`src/logic/sync_serial_cfg.svh`:
```
// register offsets, field positions and reset values for the clocked serial port
`ifndef SYNC_SERIAL_CFG_SVH
`define SYNC_SERIAL_CFG_SVH
`define RSC_OFFSET       8'h00
`define RXBUF_OFFSET     8'h04
`define TSC_OFFSET       8'h08
`define BAUDCTL_OFFSET   8'h0C
`define BAUDHI_OFFSET    8'h10
`define BAUDLO_OFFSET    8'h14
`define TXBUF_OFFSET     8'h18
`define INTCTL_OFFSET    8'h1C
// receive_status_control fields
`define RSC_SERIAL_PORT_ENABLE_BIT     7
`define RSC_RX9_BIT      6
`define RSC_SINGLE_RECEIVE_ENABLE_BIT     5
`define RSC_CONTINUOUS_RECEIVE_ENABLE_BIT     4
`define RSC_FRAMING_ERROR_FLAG_BIT     2
`define RSC_OVERRUN_ERROR_FLAG_BIT     1
`define RSC_RECEIVED_NINTH_BIT_VALUE_BIT     0
// transmit_status_control fields
`define TSC_CLOCK_SOURCE_MASTER_BIT     7
`define TSC_TX9_BIT      6
`define TSC_TRANSMIT_ENABLE_BIT     5
`define TSC_SYNC_BIT     4
`define TSC_SHIFT_REGISTER_EMPTY_BIT     1
`define TSC_TRANSMIT_NINTH_BIT_VALUE_BIT     0
// baud_control fields
`define BC_WIDE_BAUD_DIVISOR_SELECT_BIT     3
// interrupt control fields
`define IC_RCIF_BIT      0
`define IC_TXIF_BIT      1
`define IC_RCIE_BIT      2
`define IC_TXIE_BIT      3
`define IC_GIE_BIT       4
`define IC_PERIPHERAL_INTERRUPT_ENABLE_BIT      5
`define RESET_BYTE       8'h00
`define TSC_RESET        8'h02
`endif

```
`src/logic/sync_serial_pkg.sv`:
```
// types shared by the clocked serial port
package sync_serial_pkg;
  typedef enum logic [2:0] {
    RX_IDLE  = 3'b001,
    RX_SHIFT = 3'b010,
    RX_DONE  = 3'b100
  } rx_state_e;
  typedef struct packed {
    logic       serial_port_enable;
    logic       rx9;
    logic       single_receive_enable;
    logic       continuous_receive_enable;
    logic       clock_source_master;
    logic       tx9;
    logic       transmit_enable;
    logic       sync;
    logic       transmit_ninth_bit_value;
    logic       wide_baud_divisor_select;
  } ctrl_s;
endpackage

```
`src/logic/sync_serial_port.sv`:
```
// clocked serial port: master reception, slave transmission, apb registers
// Summary of operation
// either receive enable starts reception
// data sampled on falling shift clock
// single enable receives exactly one word
// continuous enable receives until cleared
// continuous wins when both are set
// word done sets flag, interrupt if enabled
// ninth bit, errors, data readable
// clearing continuous enable clears error
// software loads divisor before reception
// software sets mode bits before enabling
// master bit selects internal or external clock
// slave mode shifts on external clock only
// first word moves to shifter at once
// second word waits, empty flag stays clear
// after shift, second word loads, flag sets
// transmit empty raises wake and interrupt
// software sets slave transmit configuration
// software sets ninth bit before data
// buffer write starts a transmission
// empty flag clears only on buffer write
// shifter empty is read-only status
// clock runs only while receiving
// unread word completion flags overrun
//
// Added by the designer: the APB slave port and the register offsets.
`timescale 1ns/100ps
`include "sync_serial_cfg.svh"
module sync_serial_port
  import sync_serial_pkg::*;
#(
  parameter int DIV_W = 16  // baud divisor width
) (
  input  wire logic        sys_clk,
  input  wire logic        rst,
  input  wire logic        clkEn,
  input  wire logic        psel,
  input  wire logic        penable,
  input  wire logic        pwrite,
  input  wire logic [7:0]  paddr,
  input  wire logic [31:0] pwdata,
  output logic      [31:0] prdata,
  output logic             pready,
  output logic             pslverr,
  input  wire logic        shiftClockIn,
  output logic             shiftClockOut,
  output logic             shiftClockOeN,
  input  wire logic        serialDataIn,
  output logic             serialDataOut,
  output logic             serialDataOeN,
  output logic             irqReq,
  output logic             wakeReq
);
  initial begin
    if (DIV_W != 16) $error("divisor width must be 16");
  end

  ctrl_s       ctl_q;            // software control bits
  logic [7:0]  baudHi_q;         // divisor high byte
  logic [7:0]  baudLo_q;         // divisor low byte
  logic [7:0]  txBuf_q;          // transmit_buffer
  logic        txBufFull_q;      // buffer holds unsent word
  logic        txNinthBuf_q;     // ninth bit latched with buffer
  logic [8:0]  tsr_q;            // transmit shift register
  logic [3:0]  txCnt_q;          // bits left in shifter
  logic [7:0]  rxBuf_q;          // receive_buffer
  logic        received_ninth_bit_value_q;           // received ninth bit
  logic        rxFull_q;         // unread word present
  logic        overrun_error_flag_q;           // overrun error
  logic        rcif_q;           // receive_done_flag
  logic        txif_q;           // transmit_buffer_empty_flag
  logic        rcie_q;           // receive interrupt enable
  logic        txie_q;           // transmit interrupt enable
  logic        gie_q;            // global interrupt enable
  logic        peripheral_interrupt_enable_q;           // peripheral interrupt enable
  logic [8:0]  rsr_q;            // receive shift register
  logic [3:0]  rxCnt_q;          // bits received so far
  rx_state_e   rxState_q;        // receive sequencer
  logic [15:0] baudCnt_q;        // divisor counter
  logic        sck_q;            // master clock level
  logic [2:0]  ckSync_q;         // external clock synchroniser + history
  logic [1:0]  dtSync_q;         // data synchroniser

  // shorthand for bus strobes
  logic wrAcc;
  logic rdAcc;
  assign wrAcc = psel && penable && pwrite;
  assign rdAcc = psel && penable && !pwrite;

  // mode decode
  logic master;
  logic rxOn;
  logic [3:0] rxWords;  // bits per received word, 8 or 9
  assign master  = ctl_q.serial_port_enable && ctl_q.sync && ctl_q.clock_source_master;
  assign rxOn    = ctl_q.single_receive_enable || ctl_q.continuous_receive_enable;
  assign rxWords = ctl_q.rx9 ? 4'd9 : 4'd8;

  // pin synchronisers; first stage read only by the second
  always_ff @(posedge sys_clk or posedge rst) begin
    if (rst) begin
      ckSync_q <= 3'b000;
      dtSync_q <= 2'b00;
    end else if (clkEn) begin
      ckSync_q <= {ckSync_q[1:0], shiftClockIn};
      dtSync_q <= {dtSync_q[0], serialDataIn};
    end
  end

  // external clock edges, seen from the synchronised copies
  logic extFall;
  logic extRise;
  assign extFall = ckSync_q[2] && !ckSync_q[1];
  assign extRise = !ckSync_q[2] && ckSync_q[1];

  // master baud generator; toggles clock at each divisor expiry
  logic [15:0] divVal;
  logic        baudTick;
  assign divVal   = ctl_q.wide_baud_divisor_select ? {baudHi_q, baudLo_q} : {8'h00, baudLo_q};
  assign baudTick = (baudCnt_q == 16'h0000);
  logic runClk;
  assign runClk = master && (rxState_q == RX_SHIFT);
  always_ff @(posedge sys_clk or posedge rst) begin
    if (rst) begin
      baudCnt_q <= 16'h0000;
      sck_q     <= 1'b0;
    end else if (clkEn) begin
      if (!runClk) begin
        baudCnt_q <= divVal;
        sck_q     <= 1'b0; // idle low
      end else if (baudTick) begin
        baudCnt_q <= divVal;
        sck_q     <= !sck_q;
      end else begin
        baudCnt_q <= baudCnt_q - 16'h0001;
      end
    end
  end
  logic mFall;
  assign mFall = runClk && baudTick && sck_q;

  // receive sequencer; samples on falling clock edge
  logic rxDone;
  assign rxDone = (rxState_q == RX_SHIFT) && mFall && (rxCnt_q + 4'd1 == rxWords);
  always_ff @(posedge sys_clk or posedge rst) begin
    if (rst) begin
      rxState_q <= RX_IDLE;
      rsr_q     <= 9'h000;
      rxCnt_q   <= 4'h0;
    end else if (clkEn) begin
      case (rxState_q)
        RX_IDLE: begin
          rxCnt_q <= 4'h0;
          if (master && rxOn) rxState_q <= RX_SHIFT;
        end
        RX_SHIFT: begin
          if (!master || !rxOn) begin
            rxState_q <= RX_IDLE; // abort when enables drop
          end else if (mFall) begin
            rsr_q   <= {dtSync_q[1], rsr_q[8:1]}; // lsb first
            rxCnt_q <= rxCnt_q + 4'd1;
            if (rxDone) rxState_q <= RX_DONE;
          end
        end
        RX_DONE: begin
          rxCnt_q   <= 4'h0;
          // continuous keeps going; single has been cleared
          rxState_q <= ctl_q.continuous_receive_enable ? RX_SHIFT : RX_IDLE;
        end
        default: rxState_q <= RX_IDLE;
      endcase
    end
  end

  // received data, ninth bit, overrun
  logic [8:0] rxWord;
  assign rxWord = ctl_q.rx9 ? {dtSync_q[1], rsr_q[8:1]} : {1'b0, dtSync_q[1], rsr_q[8:2]};
  logic rxBufRd;
  assign rxBufRd = rdAcc && (paddr == `RXBUF_OFFSET);
  always_ff @(posedge sys_clk or posedge rst) begin
    if (rst) begin
      rxBuf_q  <= `RESET_BYTE;
      received_ninth_bit_value_q   <= 1'b0;
      rxFull_q <= 1'b0;
      overrun_error_flag_q   <= 1'b0;
    end else if (clkEn) begin
      if (rxDone) begin
        if (rxFull_q && !rxBufRd) begin
          overrun_error_flag_q <= 1'b1; // unread word is kept
        end else begin
          rxBuf_q  <= rxWord[7:0];
          received_ninth_bit_value_q   <= rxWord[8];
          rxFull_q <= 1'b1;
        end
      end else if (rxBufRd) begin
        rxFull_q <= 1'b0;
      end
      if (!ctl_q.continuous_receive_enable && !rxDone) overrun_error_flag_q <= 1'b0; // set wins over clear
    end
  end

  // slave transmitter: load buffer into shifter when empty
  logic tsrEmpty;
  logic txLoad;
  logic txBufWr;
  logic slaveTx;
  assign tsrEmpty = (txCnt_q == 4'h0);
  assign slaveTx  = ctl_q.serial_port_enable && ctl_q.sync && !ctl_q.clock_source_master && ctl_q.transmit_enable;
  assign txLoad   = slaveTx && txBufFull_q && tsrEmpty;
  assign txBufWr  = wrAcc && (paddr == `TXBUF_OFFSET);
  always_ff @(posedge sys_clk or posedge rst) begin
    if (rst) begin
      tsr_q   <= 9'h000;
      txCnt_q <= 4'h0;
    end else if (clkEn) begin
      if (!slaveTx) begin
        txCnt_q <= 4'h0;
      end else if (txLoad) begin
        tsr_q   <= {txNinthBuf_q, txBuf_q};
        txCnt_q <= ctl_q.tx9 ? 4'd9 : 4'd8;
      end else if (!tsrEmpty && extFall) begin
        // shift out on falling external clock; peer samples on rise
        tsr_q   <= {1'b0, tsr_q[8:1]};
        txCnt_q <= txCnt_q - 4'd1;
      end
    end
  end

  // transmit buffer and its empty flag
  always_ff @(posedge sys_clk or posedge rst) begin
    if (rst) begin
      txBuf_q      <= `RESET_BYTE;
      txNinthBuf_q <= 1'b0;
      txBufFull_q  <= 1'b0;
      txif_q       <= 1'b1;
    end else if (clkEn) begin
      if (txBufWr) begin
        txBuf_q      <= pwdata[7:0];
        txNinthBuf_q <= ctl_q.transmit_ninth_bit_value;
        txBufFull_q  <= 1'b1;
        txif_q       <= 1'b0;
      end else if (txLoad) begin
        txBufFull_q  <= 1'b0;
        txif_q       <= 1'b1;
      end
    end
  end

  // receive_done_flag: set on each word, cleared by reading the buffer
  always_ff @(posedge sys_clk or posedge rst) begin
    if (rst) begin
      rcif_q <= 1'b0;
    end else if (clkEn) begin
      if (rxDone) rcif_q <= 1'b1; // set wins
      else if (rxBufRd) rcif_q <= 1'b0;
    end
  end

  // control registers written over apb
  always_ff @(posedge sys_clk or posedge rst) begin
    if (rst) begin
      ctl_q    <= '0;
      baudHi_q <= `RESET_BYTE;
      baudLo_q <= `RESET_BYTE;
      rcie_q   <= 1'b0;
      txie_q   <= 1'b0;
      gie_q    <= 1'b0;
      peripheral_interrupt_enable_q   <= 1'b0;
    end else if (clkEn) begin
      if (wrAcc) begin
        case (paddr)
          `RSC_OFFSET: begin
            ctl_q.serial_port_enable <= pwdata[`RSC_SERIAL_PORT_ENABLE_BIT];
            ctl_q.rx9  <= pwdata[`RSC_RX9_BIT];
            ctl_q.single_receive_enable <= pwdata[`RSC_SINGLE_RECEIVE_ENABLE_BIT];
            ctl_q.continuous_receive_enable <= pwdata[`RSC_CONTINUOUS_RECEIVE_ENABLE_BIT];
          end
          `TSC_OFFSET: begin
            ctl_q.clock_source_master <= pwdata[`TSC_CLOCK_SOURCE_MASTER_BIT];
            ctl_q.tx9  <= pwdata[`TSC_TX9_BIT];
            ctl_q.transmit_enable <= pwdata[`TSC_TRANSMIT_ENABLE_BIT];
            ctl_q.sync <= pwdata[`TSC_SYNC_BIT];
            ctl_q.transmit_ninth_bit_value <= pwdata[`TSC_TRANSMIT_NINTH_BIT_VALUE_BIT];
          end
          `BAUDCTL_OFFSET: ctl_q.wide_baud_divisor_select <= pwdata[`BC_WIDE_BAUD_DIVISOR_SELECT_BIT];
          `BAUDHI_OFFSET:  baudHi_q    <= pwdata[7:0];
          `BAUDLO_OFFSET:  baudLo_q    <= pwdata[7:0];
          `INTCTL_OFFSET: begin
            rcie_q <= pwdata[`IC_RCIE_BIT];
            txie_q <= pwdata[`IC_TXIE_BIT];
            gie_q  <= pwdata[`IC_GIE_BIT];
            peripheral_interrupt_enable_q <= pwdata[`IC_PERIPHERAL_INTERRUPT_ENABLE_BIT];
          end
          default: ;
        endcase
      end
      // single word done: hardware drops the single enable
      if (rxDone && !ctl_q.continuous_receive_enable) ctl_q.single_receive_enable <= 1'b0;
    end
  end

  // read mux
  logic [7:0] rdByte;
  always_comb begin
    rdByte = 8'h00;
    case (paddr)
      `RSC_OFFSET: begin
        rdByte[`RSC_SERIAL_PORT_ENABLE_BIT] = ctl_q.serial_port_enable;
        rdByte[`RSC_RX9_BIT]  = ctl_q.rx9;
        rdByte[`RSC_SINGLE_RECEIVE_ENABLE_BIT] = ctl_q.single_receive_enable;
        rdByte[`RSC_CONTINUOUS_RECEIVE_ENABLE_BIT] = ctl_q.continuous_receive_enable;
        rdByte[`RSC_OVERRUN_ERROR_FLAG_BIT] = overrun_error_flag_q;
        rdByte[`RSC_RECEIVED_NINTH_BIT_VALUE_BIT] = received_ninth_bit_value_q;
      end
      `RXBUF_OFFSET: rdByte = rxBuf_q;
      `TSC_OFFSET: begin
        rdByte[`TSC_CLOCK_SOURCE_MASTER_BIT] = ctl_q.clock_source_master;
        rdByte[`TSC_TX9_BIT]  = ctl_q.tx9;
        rdByte[`TSC_TRANSMIT_ENABLE_BIT] = ctl_q.transmit_enable;
        rdByte[`TSC_SYNC_BIT] = ctl_q.sync;
        rdByte[`TSC_SHIFT_REGISTER_EMPTY_BIT] = tsrEmpty;
        rdByte[`TSC_TRANSMIT_NINTH_BIT_VALUE_BIT] = ctl_q.transmit_ninth_bit_value;
      end
      `BAUDCTL_OFFSET: rdByte[`BC_WIDE_BAUD_DIVISOR_SELECT_BIT] = ctl_q.wide_baud_divisor_select;
      `BAUDHI_OFFSET:  rdByte = baudHi_q;
      `BAUDLO_OFFSET:  rdByte = baudLo_q;
      `TXBUF_OFFSET:   rdByte = txBuf_q;
      `INTCTL_OFFSET: begin
        rdByte[`IC_RCIF_BIT] = rcif_q;
        rdByte[`IC_TXIF_BIT] = txif_q;
        rdByte[`IC_RCIE_BIT] = rcie_q;
        rdByte[`IC_TXIE_BIT] = txie_q;
        rdByte[`IC_GIE_BIT]  = gie_q;
        rdByte[`IC_PERIPHERAL_INTERRUPT_ENABLE_BIT] = peripheral_interrupt_enable_q;
      end
      default: rdByte = 8'h00;
    endcase
  end
  logic mapped;
  assign mapped = (paddr[1:0] == 2'b00) && (paddr <= `INTCTL_OFFSET);

  // apb answer: one access cycle, registered
  always_ff @(posedge sys_clk or posedge rst) begin
    if (rst) begin
      prdata  <= 32'h0000_0000;
      pready  <= 1'b0;
      pslverr <= 1'b0;
    end else if (clkEn) begin
      pready  <= psel && !penable; // ready in first access cycle
      pslverr <= psel && !penable && !mapped;
      if (psel && !penable) prdata <= {24'h00_0000, rdByte};
    end
  end

  // pin drivers and interrupt outputs, all registered
  always_ff @(posedge sys_clk or posedge rst) begin
    if (rst) begin
      shiftClockOut <= 1'b0;
      shiftClockOeN <= 1'b1;
      serialDataOut <= 1'b0;
      serialDataOeN <= 1'b1;
      irqReq        <= 1'b0;
      wakeReq       <= 1'b0;
    end else if (clkEn) begin
      shiftClockOut <= sck_q;
      shiftClockOeN <= !master; // slave leaves clock to peer
      serialDataOut <= tsr_q[0];
      serialDataOeN <= !(slaveTx && !tsrEmpty);
      // wake needs only the source enable; vector needs global enables too
      wakeReq <= (txif_q && txie_q) || (rcif_q && rcie_q);
      irqReq  <= ((txif_q && txie_q) || (rcif_q && rcie_q)) && gie_q && peripheral_interrupt_enable_q;
    end
  end

  // single mode: exactly one word then enable drops
  property p_single_stop;
    @(posedge sys_clk) disable iff (rst)
      (rxDone && clkEn && !ctl_q.continuous_receive_enable && !wrAcc) |=> !ctl_q.single_receive_enable;
  endproperty
  a_single_stop: assert property (p_single_stop) else $error("single enable not cleared");

  // flag sets one cycle after a word completes
  property p_done_flag;
    @(posedge sys_clk) disable iff (rst)
      (rxDone && clkEn) |=> rcif_q;
  endproperty
  a_done_flag: assert property (p_done_flag) else $error("receive flag missing");

  // empty flag only drops on a buffer write
  property p_txif_clear;
    @(posedge sys_clk) disable iff (rst)
      $fell(txif_q) |-> $past(txBufWr);
  endproperty
  a_txif_clear: assert property (p_txif_clear) else $error("empty flag cleared wrongly");

  // shifter load sets the empty flag next cycle
  property p_load_flag;
    @(posedge sys_clk) disable iff (rst)
      (txLoad && clkEn && !txBufWr) |=> (txif_q && !tsrEmpty);
  endproperty
  a_load_flag: assert property (p_load_flag) else $error("load did not set flag");

  // no clock pulses without a receive enable
  property p_clk_gate;
    @(posedge sys_clk) disable iff (rst)
      (!rxOn && clkEn) |=> ##1 !sck_q;
  endproperty
  a_clk_gate: assert property (p_clk_gate) else $error("clock ran while disabled");

  // overrun only with an unread word
  property p_overrun;
    @(posedge sys_clk) disable iff (rst)
      $rose(overrun_error_flag_q) |-> $past(rxFull_q && rxDone);
  endproperty
  a_overrun: assert property (p_overrun) else $error("overrun without unread word");

  // error clears after continuous enable drops
  property p_err_clear;
    @(posedge sys_clk) disable iff (rst)
      (!ctl_q.continuous_receive_enable && !rxDone && clkEn) |=> !overrun_error_flag_q;
  endproperty
  a_err_clear: assert property (p_err_clear) else $error("error not cleared");

  // shifter stays non-empty for two cycles after a load
  property p_shift_register_empty;
    @(posedge sys_clk) disable iff (rst)
      (txLoad && clkEn) |=> (txCnt_q != 4'h0) [*2];
  endproperty
  a_shift_register_empty: assert property (p_shift_register_empty) else $error("shifter emptied too early");
endmodule // sync_serial_port

```
`config.mk`:
```
export PLATFORM = sky130hd
export DESIGN_NAME = sync_serial_port
export DESIGN_NICKNAME = d
export VERILOG_FILES = /design/src/logic/sync_serial_pkg.sv /design/src/logic/sync_serial_port.sv
export VERILOG_INCLUDE_DIRS = /design/src /design/src/logic
export SDC_FILE = /design/constraint.sdc
export NUM_CORES = 1
export LEC_CHECK = 0
export BUFFER_PORTS_ARGS = -buffer_cell sky130_fd_sc_hd__buf_2
export CAP_MARGIN = 25
export CORE_AREA = 8 8 119 121
export CTS_BUF_LIST = sky130_fd_sc_hd__clkbuf_2
export CTS_CLUSTER_DIAMETER = 60
export DETAILED_ROUTE_END_ITERATION = 12
export DIE_AREA = 0 0 127 129
export PLACE_DENSITY = 0.8
export SYNTH_ARGS = -nofsm -noshare
export SYNTH_HDL_FRONTEND = slang
export SYNTH_SLANG_ARGS = --single-unit
```
`constraint.sdc`:
```
create_clock -name sys_clk -period 5 [get_ports sys_clk]
set_clock_uncertainty 0.1 [all_clocks]
set_input_delay 0.75 -clock sys_clk [delete_from_list [all_inputs] [get_ports sys_clk]]
set_output_delay 0.75 -clock sys_clk [all_outputs]
set_load 0.01 [all_outputs]
```
==> flow_summary.yaml, run 1 <==
timing:
  worstMarginPinSlew_ps: 1110
  hold_viol: 0
  fin_ws_ps: 2110
  rsz0062_at_grt: "no"
  post-route-period-util_pct: 57.8
  fmaxAchievable_mhz: 346
  slew_headroom_pct: 25.2
  setup-tns-final_ps: 0
  drv_slew: 0
  period_needed_ps: 2890
  finalHoldWorstSlack_ps: 213
  setup_violations: 0
place:
  dpl.hpwl_um: 10900
  port_buffers: 39
  place_area_um2: 6530
  dp.cells: 754
  dp_slack_ps: 1800
  gp_congestion: 0.949
synthesis:
  synth-edff-count: 0
  synthDistinctLibCells: 75
  syn_avg_cell_area_um2: 10.8
  synth_commonest_cells: "115 x dfrtp_1, 70 x mux2_2, 43 x nand2_1"
  ys_ff_latch: 119
  synth_area_um2: 6350
  ys_seq_area_share_pct: 47.0
  yosys_warnings: 0
  synth.top_cell.area_share_pct: 45.3
  yosysTopAreaCell: "dfrtp_1"
  ys.flop_type: "dfrtp_1"
  synth_most_common_cell: "dfrtp_1"
  synth_cells: 586
  async_flop_share_pct: 100
  synth.area.top_cells: "dfrtp_1 45%, mux2_2 12%, mux2i_1 4.4%"
layout:
  utilization_pct: 55.3
  final_cell_area_um2: 6810
  drive_gt1_share_pct: 26.3
  nets: 677
  area_growth_pct: 7.19
  fin_cells: 789
die:
  ioPinCount: 88
  coreArea_um2: 12300
  die_h_um: 129
  dieArea_um2: 16400
  die_w_um: 127
  rows: 41
  start_util_pct: 51.6
grt:
  grt_use_total_pct: 18.7
  antenna_found_initial: 1
  use_met1_pct: 21.6
  grt_max_degree: 86
  grt_pass1_wl_um: 24200
  grt-ovfl-total: 0
  grt_use_met3_pct: 5.05
  met2_usage_pct: 32.0
  top_usage_layer: "met2"
  grt_pass1_vias: 4777
setup_path:
  cp.required_ps: 5450
  crit_slowest_cell: "nor3b_1"
  crit_chain: "inv_1 > ha_1 > nor3b_1 > nand3_1 > nor2_1 > a21oi_1 > a22o_1"
  critical_path_class: "flip-flop to flip-flop"
  end_kind: "flip-flop"
  crit_fanout: 11
  path_buf_inv: 1
  max_stage_delay_ps: 720
  critPathLaunchType: "flip-flop"
  path_delay_family: "simple AND/OR/NAND/NOR gates"
  critical_path_arrival_ps: 3340
power_and_ir_drop:
  max-vdd-ir-drop_v: 0.000234
  intPower_mw: 1.36
  p_total_mw: 1.89
  seq_power_share_pct: 54.9
  p_clk_share_pct: 33.2
  leakagePower_nw: 3.25
  power_switching_uw: 526
  comb_power_share_pct: 11.9
  p_sw_share_pct: 27.8
  p_per_area_nw_per_um2: 278
drt:
  vias: 4824
  routed_via_density: 6.11
  drc: 0
  wl_per_cell_um: 19.0
  antenna_left: 0
  dr.first_iter.drc_count: 419
  drtPass1Iterations: 6
  wirelength_um: 15000
cts:
  cts_tree: "yes"
  ctsHoldBuffers: 0
  htree_num_levels: 4
  numCtsBuffers: 17
  cts_setup_buffers: 0
  cts_root_buf: "clkbuf_2"
  clockBufferDepth: 2
  clk-insertion-delay-late_ps: 650
  cts_resized: 0
  clkTransAtPathRegs_ps: 180
  clock-sinks: 119
status:
  status: "completed"
run:
  cap_violations: 0
worst_hold_path:
  min_path_type: "input pin to flip-flop"
## worst register-to-register path, cell delays in order, from the launching register on
cell	delay, ps
dfrtp_1	440
inv_1	70
ha_1	180
nor3b_1	720
nand3_1	680
nor2_1	350
a21oi_1	70
a22o_1	200
## cells by family (layout without fill, tap and decap cells)
| kind of cell | Yosys count | count (layout) | share of synthesized area [%] |
|---|---|---|---|
| xor gates and xnor gates | 3 | 3 | 0.414 |
| DFF | 119 | 119 | 47.0 |
| adders and majority gates | 4 | 4 | 0.788 |
| muxes | 102 | 102 | 18.2 |
| buffers and inverters | 71 | 100 | 6.66 |
| and+or+nand+nor | 177 | 177 | 15.0 |
| other | 1 | 25 | 0.0590 |
| AOI/OAI and AO/OA | 109 | 109 | 11.9 |
## registers in the layout, summed over array words and instances (netlist names), 2 cells and up
register	flops
baudCnt_q	16
baudHi_q	8
baudLo_q	8
ckSync_q	3
ctl_q	10
dtSync_q	2
prdata	8
rsr_q	8
rxBuf_q	8
rxCnt_q	4
rxState_q	3
tsr_q	9
txBuf_q	8
txCnt_q	4
## per-layer routing
metal  vias to the layer above  wire length (um)
li1                       2185                 -
met1                      2397              6000
met2                       197              7530
met3                        45              1020
met4                         0               458
met5                         -                 0
## cells in the final DEF, fill, tap and decap left out, types with 6 or more instances in the layout
| cell | instances |
|---|---|
| dfrtp_1 | 115 |
| mux2_2 | 70 |
| nand2_1 | 43 |
| buf_2 | 39 |
| nor2_1 | 38 |
| a21oi_1 | 28 |
| mux2i_1 | 28 |
| nand3_1 | 25 |
| o21ai_0 | 25 |
| conb_1 | 24 |
| inv_1 | 21 |
| clkbuf_2 | 21 |
| nor3_1 | 10 |
| nor4_1 | 9 |
| nand4_1 | 8 |
| a22oi_1 | 7 |
| nor2b_1 | 6 |
| a21o_1 | 6 |
## layout make-up
type                    count  area [um2]
inverters                  22        85.1
multi-input cells         419        3040
clock inverters            11         134
repair buffers             46         274
well taps                 150         188
fillers                  1013        5500
diodes                      1        2.50
flip-flops and latches    119        2980
clock buffers              21         105
## final timing paths
check                              from             to  slack [ps]  cells past startpoint
min in group asynchronous           rst    dtSync_q[0]         410                      3
max in group asynchronous           rst  shiftClockOeN        3710                      4
max reg2reg                  txCnt_q[0]     txCnt_q[0]        2110                      7
min reg2reg                      txif_q         txif_q         390                      2
max                          txCnt_q[0]     txCnt_q[0]        2110                      7
min                        serialDataIn    dtSync_q[0]         210                      2
## power by group through the flow
stage	sequential [mW]	clock, mW	combinational, mW
final	1.04	0.628	0.225
after global routing	1.04	0.689	0.249
after CTS	1.04	0.640	0.221
after detailed placement	1.05	0	0.221
after global placement	1.05	0	0.209
after floorplan	1.05	0	0.180
Note: power is estimated with default switching activity, not from simulation.
==> run 2, diff against run 1 <==
ABC_AREA = 1   (was not set)
CORE_AREA = 8 8 120 122   (was 8 8 119 121)
DIE_AREA = 0 0 128 130   (was 0 0 127 129)
PLACE_DENSITY = 0.83   (was 0.8)
clock period = 2.4 ns   (was 5 ns; I/O delays follow)
==> flow_summary.yaml, run 2 <==
cts:
  htree_num_levels: 4
  numCtsBuffers: 17
  clkTransAtPathRegs_ps: 180
  clockBufferDepth: 2
  clock-sinks: 119
  cts_root_buf: "clkbuf_2"
  cts_tree: "yes"
  clk-insertion-delay-late_ps: 680
layout:
  regMostFlops: "baudCnt_q"
  largest_reg_flops: 16
  area_growth_pct: 12.4
  drive_gt1_share_pct: 14.4
  final_common_cell: "nand2_1"
  layout_common_cells: "291 x nand2_1, 115 x dfrtp_1, 87 x inv_1"
  final_cell_area_um2: 7300
  nets: 991
  top_regs: "baudCnt_q: 16 flops, ctl_q: 10 flops, tsr_q: 9 flops"
grt:
  grt_use_met3_pct: 3.84
  grt_pass1_wl_um: 25800
  met2_usage_pct: 31.2
  use_met1_pct: 24.7
  grt_use_total_pct: 19.3
  grt_max_degree: 54
  antenna_found_initial: 1
  top_usage_layer: "met2"
  grt_pass1_vias: 5461
  grt-ovfl-total: 0
place:
  dpl.hpwl_um: 11200
  gp_congestion: 0.975
  port_buffers: 39
  place_area_um2: 6810
timing:
  setup-tns-final_ps: 0
  slew_headroom_pct: 67.1
  period_needed_ps: 2280
  setup_violations: 0
  worstMarginPinSlew_ps: 488
  post-route-period-util_pct: 95.0
  hold_viol: 0
  rsz0062_at_grt: "no"
  drv_slew: 0
  fmaxAchievable_mhz: 438
die:
  start_util_pct: 52.3
  die_w_um: 128
  rows: 41
  ioPinCount: 88
  coreArea_um2: 12400
  die_h_um: 130
  dieArea_um2: 16600
power_and_ir_drop:
  max-vdd-ir-drop_v: 0.000360
  seq_power_share_pct: 55.2
  p_clk_share_pct: 34.4
  leakagePower_nw: 3.77
  comb_power_share_pct: 10.4
  power_switching_mw: 1.05
  p_sw_share_pct: 27.3
  intPower_mw: 2.79
  p_per_area_nw_per_um2: 525
drt:
  antenna_left: 0
  drc: 0
  dr.first_iter.drc_count: 397
  routed_via_density: 5.08
  vias: 5719
  wirelength_um: 15500
  wl_per_cell_um: 13.8
  drtPass1Iterations: 8
synthesis:
  ys.flop_type: "dfrtp_1"
  synth.area.top_cells: "dfrtp_1 44%, nand2_1 17%, o21ai_0 6.3%"
  synth_most_common_cell: "nand2_1"
  ys_seq_area_share_pct: 45.9
  ys_ff_latch: 119
  synthDistinctLibCells: 39
  yosysTopAreaCell: "dfrtp_1"
  synth.top_cell.area_share_pct: 44.3
  async_flop_share_pct: 100
  yosys_warnings: 0
  synth-edff-count: 0
  synth_cells: 869
  syn_avg_cell_area_um2: 7.48
  synth_commonest_cells: "291 x nand2_1, 115 x dfrtp_1, 88 x inv_1"
  synth_area_um2: 6500
setup_path:
  critical_path_arrival_ps: 2740
  crit_fanout: 8
  cp.required_ps: 2860
  end_kind: "flip-flop"
  critPathLaunchType: "input pin"
  critical_path_class: "input pin to flip-flop"
status:
  status: "completed"
worst_hold_path:
  min_path_type: "input pin to flip-flop"
run:
  cap_violations: 0
[run 2: changes by cell type in the layout (fill, tap and decap cells not counted), sizes merged, moves of 13 or more]
cell and change:
nand2 +259, o21ai +80, inv +70, mux2 -69
nor2 +53, nand3 +39, mux2i -28, dlygate4sd3 +19
a21oi -18, nor3 -13
[run 2: critical path, cell delays in order]
cell,delay [ps]
dlygate4sd3_1,540
buf_2,120
nor2_1,140
dlygate4sd3_1,580
nand2_1,110
nor2_4,170
nand3_1,300
buf_4,280
nand2_1,50
o21ai_0,70
[run 2: final timing paths]
check / startpoint / to / slack (ps) / cells past startpoint
worst min-delay path: penable / prdata[0] / 30 / 5
worst max-delay path: paddr[6] / baudHi_q[6] / 120 / 10
max in group asynchronous: rst / txie_q / 1510 / 4
worst max register to register: txCnt_q[0] / tsr_q[5] / 270 / 12
min in group asynchronous: rst / baudCnt_q[5] / 90 / 3
worst min register to register: tsr_q[3] / tsr_q[3] / 390 / 2
[run 2: layer usage]
metal	share of wire, %	routed length [um]	up-vias
met1	44	6850	2624
met4	2.3	355	0
met3	6.7	1040	30
met2	47	7270	219
met5	0	0	-
li1	-	-	2846
[run 2: what timing repair did]
item | CTS | global route
hold buffers | 20 | 0
endpoints found under the hold margin | 160 | 0
setup endpoints to repair | 0 | 22
gates resized for setup | 0 | 2
buffers inserted | 0 | 2
[run 2: cell families after synthesis]
kind of cell | count (synthesis) | synth area share, %
muxes | 1 | 0.173
adders and majority gates | 4 | 0.770
xor gates and xnor gates | 7 | 0.944
and+or+nand+nor | 472 | 31.5
buffers and inverters | 138 | 9.92
other | 1 | 0.0577
AOI/OAI and AO/OA | 127 | 10.7
DFF | 119 | 45.9
[run 2: layout make-up]
type | count | area, um2
diodes | 1 | 2.50
flip-flops and latches | 119 | 2980
multi-input cells | 635 | 2960
clock buffers | 21 | 105
repair buffers | 72 | 544
well taps | 172 | 215
inverters | 94 | 357
fillers | 1146 | 5110
clock inverters | 11 | 133
[run 2: through the flow]
stage	total power, mW	util [%]	setup WS, ps	hold slack (ps)	std cells
6_report	3.84	58.8	119	30.4	1125
5_1_grt	3.99	58.8	23.4	37.2	1125
4_1_cts	3.85	58.4	169	0.0460	1121
3_5_place_dp	2.52	54.8	327	270	1069
3_3_place_gp	2.51	54.8	355	267	1069
2_1_floorplan	2.43	-	488	342	892
[run 2: power by group through the flow]
stage	clock network [mW]	logic, mW	registers [mW]
after global placement	0	0.361	2.15
after detailed placement	0	0.369	2.15
after global routing	1.41	0.458	2.12
final	1.32	0.400	2.12
after CTS	1.34	0.398	2.11
after floorplan	0	0.284	2.14
